$ cat src/dac_serial_pkg.sv
package dac_serial_pkg;

    // Serial word layout
    localparam int WORD_BITS = 16;
    localparam int ADDR_BITS = 2;
    localparam int DATA_BITS = 12;
    localparam int ADDR_MSB  = 15;
    localparam int ADDR_LSB  = 14;
    localparam int DATA_MSB  = 11;
    localparam int DATA_LSB  = 0;
    localparam int CHANNELS  = 4;

    // Queue between load strobe and channel registers
    localparam int QUEUE_WIDTH = ADDR_BITS + DATA_BITS;
    localparam int QUEUE_DEPTH = 8;

    // Pin synchroniser
    localparam int SYNC_PINS = 6;
    localparam int PIN_SCLK  = 0;
    localparam int PIN_SEL   = 1;
    localparam int PIN_SDATA = 2;
    localparam int PIN_LOAD  = 3;
    localparam int PIN_CLEAR = 4;
    localparam int PIN_LEVEL = 5;

    // Values after reset and after clear
    localparam logic [WORD_BITS-1:0] SHIFT_RESET    = 16'h0000;
    localparam logic [DATA_BITS-1:0] MIDSCALE_VALUE = 12'h800;
    localparam logic [DATA_BITS-1:0] ZERO_VALUE     = 12'h000;
    localparam logic [DATA_BITS-1:0] CHAN_RESET     = 12'h000;
    localparam logic [SYNC_PINS-1:0] SYNC_RESET     = 6'h3b;

    // Channel address decode
    typedef enum logic [1:0] {
        CHAN_A = 2'b00,
        CHAN_B = 2'b01,
        CHAN_C = 2'b10,
        CHAN_D = 2'b11
    } chan_t;

endpackage

$ cat src/quad_dac_serial_load_logic.sv
// Contract
// - While select is low, serial_in is shifted into the 16-bit shift register on each rising serial clock edge.
// - Serial clock and active-low select are ORed, so a rising select while the clock is low also shifts.
// - While select stays high the shift register ignores serial_in and never changes.
// - A word is sent MSB first: channel_sel_hi, channel_sel_lo, two fill bits, then data bit 11 down to 0.
// - Address 00, 01, 10, 11 selects channel A, B, C, D and only that channel takes the data.
// - The falling edge of load_strobe_n moves the shift register word to the addressed channel, whatever select.
// - While load_strobe_n stays low the addressed channel follows the shift register; the host must not shift then.
// - A low clear_n loads all four channels with 800 hex when clear_level_select is high, else 000 hex.
// - Clear leaves the shift register untouched.
// - Clear needs no serial clock edge and acts regardless of select.
// - After clear the channels keep the clear value until the next load strobe reloads one from the shift register.
`timescale 1ns/1ns
module quad_dac_serial_load_logic
(
    // System clock and reset
    input  wire logic                                 clk,
    input  wire logic                                 rstn,
    // Serial link pins
    input  wire logic                                 serClk,
    input  wire logic                                 selN,
    input  wire logic                                 serial_in,
    input  wire logic                                 load_strobe_n,
    // Clear pins
    input  wire logic                                 clear_n,
    input  wire logic                                 clear_level_select,
    // Converter side
    input  wire logic                                 outputHold,
    output logic [dac_serial_pkg::DATA_BITS-1:0]      chanA,
    output logic [dac_serial_pkg::DATA_BITS-1:0]      chanB,
    output logic [dac_serial_pkg::DATA_BITS-1:0]      chanC,
    output logic [dac_serial_pkg::DATA_BITS-1:0]      chanD
);
    import dac_serial_pkg::*;

    // Synchroniser stages, edge history, load request, shift and channel registers
    logic [SYNC_PINS-1:0]   syncA;
    logic [SYNC_PINS-1:0]   syncB;
    logic                   orPrev;
    logic                   loadPrev;
    logic                   shiftedD;
    logic                   pending;
    logic [WORD_BITS-1:0]   shiftReg;
    logic [DATA_BITS-1:0]   chanReg [CHANNELS];

    wire                    sSerClk;
    wire                    sSelN;
    wire                    sData;
    wire                    sLoadN;
    wire                    sClearN;
    wire                    sClSel;
    wire                    orLevel;
    wire                    shiftEvt;
    wire                    loadFall;
    wire                    pushNow;
    wire                    inValid;
    wire                    inReady;
    wire [QUEUE_WIDTH-1:0]  inData;
    wire                    outValid;
    wire                    outReady;
    wire [QUEUE_WIDTH-1:0]  outData;
    wire [ADDR_BITS-1:0]    outAddr;
    wire [DATA_BITS-1:0]    outWord;
    wire                    outFire;
    wire                    clearAct;
    wire [DATA_BITS-1:0]    clearVal;
    wire [WORD_BITS-1:0]    next_shiftReg;

    // Two-stage capture of the six serial, load and clear pins (outputHold is used directly)
    always_ff @(posedge clk or negedge rstn) begin
        if (!rstn) begin
            syncA <= SYNC_RESET;
            syncB <= SYNC_RESET;
        end else begin
            syncA <= {clear_level_select, clear_n, load_strobe_n, serial_in, selN, serClk};
            syncB <= syncA;
        end
    end

    assign sSerClk  = syncB[PIN_SCLK];
    assign sSelN    = syncB[PIN_SEL];
    assign sData    = syncB[PIN_SDATA];
    assign sLoadN   = syncB[PIN_LOAD];
    assign sClearN  = syncB[PIN_CLEAR];
    assign sClSel   = syncB[PIN_LEVEL];

    // Shift clock is the OR of clock and select
    assign orLevel  = sSerClk | sSelN;
    assign shiftEvt = orLevel & ~orPrev;
    // Newest bit enters at the bottom, oldest falls off the top
    assign next_shiftReg = {shiftReg[WORD_BITS-2:0], sData};

    // Shift register, reset only by rstn
    always_ff @(posedge clk or negedge rstn) begin
        if (!rstn) begin
            orPrev   <= 1'b1;
            shiftReg <= SHIFT_RESET;
            shiftedD <= 1'b0;
        end else begin
            orPrev   <= orLevel;
            shiftedD <= shiftEvt;
            if (shiftEvt) begin
                shiftReg <= next_shiftReg;
            end
        end
    end

    // Load strobe edge and transparent follow
    assign loadFall = ~sLoadN & loadPrev;
    assign pushNow  = ~sLoadN & (loadPrev | shiftedD);
    assign clearAct = ~sClearN;
    assign clearVal = sClSel ? MIDSCALE_VALUE : ZERO_VALUE;
    assign inValid  = (pushNow | pending) & ~clearAct;
    assign inData   = {shiftReg[ADDR_MSB:ADDR_LSB], shiftReg[DATA_MSB:DATA_LSB]};

    // Held request while the queue is full
    always_ff @(posedge clk or negedge rstn) begin
        if (!rstn) begin
            loadPrev <= 1'b1;
            pending  <= 1'b0;
        end else begin
            loadPrev <= sLoadN;
            if (clearAct || inReady) begin
                pending <= 1'b0;
            end else if (pushNow) begin
                pending <= 1'b1;
            end
        end
    end

    sync_queue #(
        .WIDTH (QUEUE_WIDTH),
        .DEPTH (QUEUE_DEPTH)
    ) u_queue (
        .clk      (clk),
        .rstn     (rstn),
        .flush    (clearAct),
        .inValid  (inValid),
        .inReady  (inReady),
        .inData   (inData),
        .outValid (outValid),
        .outReady (outReady),
        .outData  (outData)
    );

    // Drain side and address decode
    assign outReady = ~outputHold;
    assign outFire  = outValid & outReady & ~clearAct;
    assign outAddr  = outData[QUEUE_WIDTH-1:DATA_BITS];
    assign outWord  = outData[DATA_BITS-1:0];

    // Channel registers
    always_ff @(posedge clk or negedge rstn) begin
        if (!rstn) begin
            for (int i = 0; i < CHANNELS; i++) begin
                chanReg[i] <= CHAN_RESET;
            end
        end else if (clearAct) begin
            for (int i = 0; i < CHANNELS; i++) begin
                chanReg[i] <= clearVal;
            end
        end else if (outFire) begin
            chanReg[outAddr] <= outWord;
        end
    end

    assign chanA = chanReg[CHAN_A];
    assign chanB = chanReg[CHAN_B];
    assign chanC = chanReg[CHAN_C];
    assign chanD = chanReg[CHAN_D];

    // Checks
    property p_shift_in;
        @(posedge clk) disable iff (!rstn)
        shiftEvt |=> shiftReg == {$past(shiftReg[WORD_BITS-2:0]), $past(sData)};
    endproperty
    a_shift_in: assert property (p_shift_in) else $error("shift register did not take data bit");

    property p_select_edge;
        @(posedge clk) disable iff (!rstn)
        ($rose(sSelN) && !sSerClk && $past(!sSerClk)) |=> shiftReg[0] == $past(sData);
    endproperty
    a_select_edge: assert property (p_select_edge) else $error("select rise did not shift");

    property p_select_high;
        @(posedge clk) disable iff (!rstn)
        (sSelN && $past(sSelN)) |=> $stable(shiftReg);
    endproperty
    a_select_high: assert property (p_select_high) else $error("shift while select high");

    property p_field_split;
        @(posedge clk) disable iff (!rstn)
        inValid |-> (inData[QUEUE_WIDTH-1:DATA_BITS] == shiftReg[ADDR_MSB:ADDR_LSB])
                 && (inData[DATA_BITS-1:0] == shiftReg[DATA_MSB:DATA_LSB]);
    endproperty
    a_field_split: assert property (p_field_split) else $error("word fields misplaced");

    property p_addr_write;
        @(posedge clk) disable iff (!rstn)
        outFire |=> chanReg[$past(outAddr)] == $past(outWord);
    endproperty
    a_addr_write: assert property (p_addr_write) else $error("addressed channel not written");

    property p_load_push;
        @(posedge clk) disable iff (!rstn)
        (loadFall && sClearN) |-> inValid;
    endproperty
    a_load_push: assert property (p_load_push) else $error("load edge not forwarded");

    property p_transparent;
        @(posedge clk) disable iff (!rstn)
        (!sLoadN && shiftedD && sClearN) |-> inValid;
    endproperty
    a_transparent: assert property (p_transparent) else $error("transparent follow missing");

    property p_clear_value;
        @(posedge clk) disable iff (!rstn)
        !sClearN |=> chanReg[0] == $past(clearVal) && chanReg[1] == $past(clearVal)
                  && chanReg[2] == $past(clearVal) && chanReg[3] == $past(clearVal);
    endproperty
    a_clear_value: assert property (p_clear_value) else $error("clear value wrong");

    property p_clear_keeps_shift;
        @(posedge clk) disable iff (!rstn)
        (!sClearN && !shiftEvt) |=> $stable(shiftReg);
    endproperty
    a_clear_keeps_shift: assert property (p_clear_keeps_shift) else $error("clear touched shift register");

    property p_hold_after_clear;
        @(posedge clk) disable iff (!rstn)
        (sClearN && !outFire) |=> $stable(chanA) && $stable(chanB) && $stable(chanC) && $stable(chanD);
    endproperty
    a_hold_after_clear: assert property (p_hold_after_clear) else $error("channel changed without load");

    property p_no_drop;
        @(posedge clk) disable iff (!rstn)
        (pushNow && !inReady && sClearN) |=> pending;
    endproperty
    a_no_drop: assert property (p_no_drop) else $error("load lost while queue full");

    property p_clear_zero;
        @(posedge clk) disable iff (!rstn)
        (!sClearN && !sClSel) |=> chanA == ZERO_VALUE && chanB == ZERO_VALUE
                               && chanC == ZERO_VALUE && chanD == ZERO_VALUE;
    endproperty
    a_clear_zero: assert property (p_clear_zero) else $error("zero clear value wrong");

    property p_clear_mid;
        @(posedge clk) disable iff (!rstn)
        (!sClearN && sClSel) |=> chanA == MIDSCALE_VALUE && chanB == MIDSCALE_VALUE
                              && chanC == MIDSCALE_VALUE && chanD == MIDSCALE_VALUE;
    endproperty
    a_clear_mid: assert property (p_clear_mid) else $error("midscale clear value wrong");

    property p_clear_flush;
        @(posedge clk) disable iff (!rstn)
        !sClearN |=> !outValid;
    endproperty
    a_clear_flush: assert property (p_clear_flush) else $error("queued load survived clear");

    property p_no_edge_stable;
        @(posedge clk) disable iff (!rstn)
        !shiftEvt |=> $stable(shiftReg);
    endproperty
    a_no_edge_stable: assert property (p_no_edge_stable) else $error("shift without shift edge");

    property p_clk_rise;
        @(posedge clk) disable iff (!rstn)
        ($rose(sSerClk) && !sSelN && $past(!sSelN)) |-> shiftEvt;
    endproperty
    a_clk_rise: assert property (p_clk_rise) else $error("clock rise while selected did not shift");

    property p_high_deselect;
        @(posedge clk) disable iff (!rstn)
        ($rose(sSelN) && sSerClk && $past(sSerClk)) |-> !shiftEvt;
    endproperty
    a_high_deselect: assert property (p_high_deselect) else $error("false bit on deselect");

    property p_load_idle;
        @(posedge clk) disable iff (!rstn)
        (sLoadN && !pending) |-> !inValid;
    endproperty
    a_load_idle: assert property (p_load_idle) else $error("push without load strobe");

    property p_pending_push;
        @(posedge clk) disable iff (!rstn)
        (pending && inReady && sClearN) |-> inValid;
    endproperty
    a_pending_push: assert property (p_pending_push) else $error("held load not pushed");

    property p_stall_hold;
        @(posedge clk) disable iff (!rstn)
        (outputHold && sClearN) |=> $stable(chanA) && $stable(chanB) && $stable(chanC) && $stable(chanD);
    endproperty
    a_stall_hold: assert property (p_stall_hold) else $error("channel changed while drain held");

    c_load:      cover property (@(posedge clk) disable iff (!rstn) loadFall && inValid);
    c_sel_shift: cover property (@(posedge clk) disable iff (!rstn) $rose(sSelN) && !sSerClk);
    c_clear_mid: cover property (@(posedge clk) disable iff (!rstn) !sClearN && sClSel);
    c_full:      cover property (@(posedge clk) disable iff (!rstn) !inReady && pending);

endmodule

$ cat src/sync_queue.sv
`timescale 1ns/1ns
module sync_queue #(
    parameter int WIDTH = 14,
    parameter int DEPTH = 8
) (
    // Clock and reset
    input  wire logic             clk,
    input  wire logic             rstn,
    input  wire logic             flush,
    // Fill side
    input  wire logic             inValid,
    output logic                  inReady,
    input  wire logic [WIDTH-1:0] inData,
    // Drain side
    output logic                  outValid,
    input  wire logic             outReady,
    output logic [WIDTH-1:0]      outData
);
    localparam int PW = $clog2(DEPTH);
    localparam int CW = $clog2(DEPTH + 1);
    localparam logic [CW-1:0] FULL_COUNT = CW'(DEPTH);
    localparam logic [PW-1:0] LAST_SLOT  = PW'(DEPTH - 1);

    logic [WIDTH-1:0] mem [DEPTH];
    logic [PW-1:0]    wrPtr;
    logic [PW-1:0]    rdPtr;
    logic [CW-1:0]    count;
    wire              doPush;
    wire              doPop;
    wire [PW-1:0]     next_wrPtr;
    wire [PW-1:0]     next_rdPtr;

    assign inReady    = (count != FULL_COUNT);
    assign outValid   = (count != '0);
    assign outData    = mem[rdPtr];
    assign doPush     = inValid && inReady && !flush;
    assign doPop      = outValid && outReady && !flush;
    assign next_wrPtr = (wrPtr == LAST_SLOT) ? '0 : wrPtr + 1'b1;
    assign next_rdPtr = (rdPtr == LAST_SLOT) ? '0 : rdPtr + 1'b1;

    always_ff @(posedge clk) begin
        if (doPush) begin
            mem[wrPtr] <= inData;
        end
    end

    always_ff @(posedge clk or negedge rstn) begin
        if (!rstn) begin
            wrPtr <= '0;
            rdPtr <= '0;
            count <= '0;
        end else if (flush) begin
            wrPtr <= '0;
            rdPtr <= '0;
            count <= '0;
        end else begin
            if (doPush) begin
                wrPtr <= next_wrPtr;
            end
            if (doPop) begin
                rdPtr <= next_rdPtr;
            end
            count <= count + CW'(doPush) - CW'(doPop);
        end
    end

endmodule

$ cat config.mk
export PLATFORM = sky130hd
export DESIGN_NAME = quad_dac_serial_load_logic
export DESIGN_NICKNAME = d
export VERILOG_FILES = /design/src/dac_serial_pkg.sv /design/src/quad_dac_serial_load_logic.sv /design/src/sync_queue.sv
export SDC_FILE = /design/constraint.sdc
export NUM_CORES = 1
export LEC_CHECK = 0
export BUFFER_PORTS_ARGS = -buffer_cell sky130_fd_sc_hd__buf_2
export CORE_MARGIN = 3
export CORE_UTILIZATION = 30
export CTS_BUF_LIST = sky130_fd_sc_hd__clkbuf_8
export DETAILED_ROUTE_END_ITERATION = 7
export PLACE_DENSITY = 0.48
export SLEW_MARGIN = 20
export SYNTH_ARGS = -nofsm -noshare
export SYNTH_HDL_FRONTEND = slang
export SYNTH_SLANG_ARGS = --single-unit
$ cat constraint.sdc
create_clock -name clk -period 3 [get_ports clk]
set_input_delay 0.3 -clock clk [delete_from_list [all_inputs] [get_ports clk]]
set_output_delay 0.3 -clock clk [all_outputs]
set_load 0.1 [all_outputs]
==> out/results.tsv <==
metric	value	unit
status	complete, no violations	
synth_top_cell_by_area	edfxtp_1	
fillers	2444	
multi_input_area	2230	µm²
start_util	30.6	%
gp_congestion	0.705	
crit_start	u_queue.count[2]$_DFF_PN0_	
final_common_cell	edfxtp_1	
hold_depth	5	
dr.pass1.iters	4	
cts_resized	0	
coreArea	26100	µm²
netlist_instances	458	
ios	57	
p_leak	3.90	nW
worst_pin_slew	961	ps
grt_max_degree	71	
reg2regPathDepth	9	
reg2reg_slack	470	ps
clock_skew	29.2	ps
ant_nets	0	
placed_area	8750	µm²
n_antenna_cell	0	
cp.required	3400	ps
seq_area_frac_synth	70.7	%
vias_per_cell	4.68	
timing.rr.end	u_queue.count[2]$_DFF_PN0_	
max_stage_delay	470	ps
synth_edf_count	112	
cts_tree	built	
fin_ws	475	ps
ys.flop_type	edfxtp_1	
whs	325	ps
cap_violations	0	
finalNonFillerCells	921	
overflow	0	
clock-root-buffer	clkbuf_8	
post-cts-setup-buffers	0	
min_period_over_period	84.2	%
crit_type	flip-flop to flip-flop	
rsz0062_at_grt	no	
hold_class	primary input to flip-flop	
finalPower	7.77	mW
synth.area.top_cells	edfxtp_1, dfrtp_1, mux4_2	
clk_pin_slew	60	ps
min_to	u_queue.rdPtr[2]$_DFFE_PN0P_	
cts_inserted_buffers	36	
grt_usage	12.1	%
final_area	9450	µm²
r2r-start	u_queue.count[2]$_DFF_PN0_	
worst_ep_arrival_time	2920	ps
route.vias.total	4314	
die_height	169	µm
syn-cell-area	7970	µm²
pre_cts_slack	488	ps
final_util	36.3	%
slew_viol_final	0	
grt_pass1_vias	4572	
syn_avg_cell_area	17.4	µm²
relSlewSlack	35.9	%
clock_latency	510	ps
powerDensity	821	nW/µm²
syn2layout_area_growth	18.6	%
setup_tns	0	ps
slowest_stage	or3b_2	
drt_wl_total	16900	µm
dpl.hpwl	10300	µm
start_kind	flip-flop	
min_from	outputHold	
drtIter0Drc	307	
wl_per_cell	18.4	µm
rows	59	
htreeDepth	2	
cts_hold_buf	7	
setup_violations	0	
port_buffers	56	
critical_path.cell_chain	inv_1 -> ha_1 -> or3b_2 -> o211ai_1 -> inv_1 -> ha_1 -> fa_1 -> xor2_1 -> and2_1	
clock.fmax	396	MHz
hold_viol	0	
die-area	28600	µm²
netlist.area_leader.share	42.2	%
post-route-min-period	2530	ps
dp.cells	850	
cts_max_path_buffers	3	
synth_nets	478	
grt_antenna_before_repair	0	
grt_pass1_wl	27000	µm
crit_path_max_fanout	5	
ys_types	38	
mostFrequentLayoutCells	edfxtp_1, dfrtp_1, buf_2, nand2_1, clkbuf_8	
cts_sinks	202	
layout.nets	580	
async_flop_share	44.6	%
regArea	5630	µm²
ys_seq_elements	202	
yosysWarnings	0	
drc	0	
vdd.ir_drop.worst	0.000343	V
drive_gt1_share	35.5	%
cp-end-kind	flip-flop	
dieWidth	169	µm
sequential cells by signal, indices dropped and copies added (netlist names), 4 cells and up:
register	flops
u_queue.mem	112
shiftReg	16
chanA	12
chanB	12
chanC	12
chanD	12
syncA	6
syncB	6
u_queue.count	4
where the power goes:
part           internal (mW)  total (mW)  switching (mW)  leakage, nW
logic                  0.619        1.90            1.28         1.33
registers               3.35        3.63           0.279         2.19
clock network           1.17        2.23            1.07        0.380
per-layer routing:
layer,vias up,wire (µm),GRT usage (%),part of all wire (%)
met5,-,0,0,0
met3,31,823,3.04,4.9
met4,0,367,3.74,2.2
met1,2236,7750,16.5,46
li1,1951,-,-,-
met2,96,7990,19.2,47
cell type report:
cell class                      instances  area share (%)
Clock buffer                           38            5.53
Clock inverter                         26            1.11
Inverter                                8           0.318
Multi-Input combinational cell        229            23.6
Sequential cell                       202            59.6
Tap cell                              335            4.43
Timing Repair Buffer                   83            5.45
how the worst max path moves through the flow:
stage / endpoint / depth (start not counted)
2_1_floorplan: u_queue.count[2]$_DFF_PN0_ / 11
4_1_cts: u_queue.count[2]$_DFF_PN0_ / 9
3_3_place_gp: u_queue.count[2]$_DFF_PN0_ / 9
3_5_place_dp: u_queue.count[2]$_DFF_PN0_ / 9
5_1_grt: u_queue.count[2]$_DFF_PN0_ / 9
6_report: u_queue.count[2]$_DFF_PN0_ / 9
synth_stat cells (4+ instances only):
cell type  count
and2_1         5
dfrtp_1       78
a21boi_0       4
clkbuf_1      10
nor2_1        12
mux4_2        28
o221a_2        8
ha_1          10
mux2_2        28
inv_1          8
o221ai_1       4
buf_2          5
nand2_1       54
a32o_1         8
nand2b_1       6
edfxtp_1     112
dfstp_2       12
mux2i_1       30
kinds of logic (layout without fill, tap and decap cells):
group,after synthesis,count (layout),share of synthesized area [%]
XOR/XNOR,2,2,0.220
AND/OR/NAND/NOR,95,95,5.93
AO/OA/AOI/OAI,33,33,3.67
flip-flops,202,202,70.7
buffers and inverters,27,155,1.49
adder cells (fa/ha/maj),11,11,1.82
multiplexers,88,88,16.2
worst max-delay path: cells and delay by family (launching register included):
family / cells / cell delay [ps]
buffers and inverters: 2 / 260
adder cells (fa/ha/maj): 3 / 820
AO/OA/AOI/OAI: 1 / 210
XOR/XNOR: 1 / 160
flip-flops: 1 / 350
AND/OR/NAND/NOR: 2 / 620
Note: power is estimated with default switching activity, not from simulation.
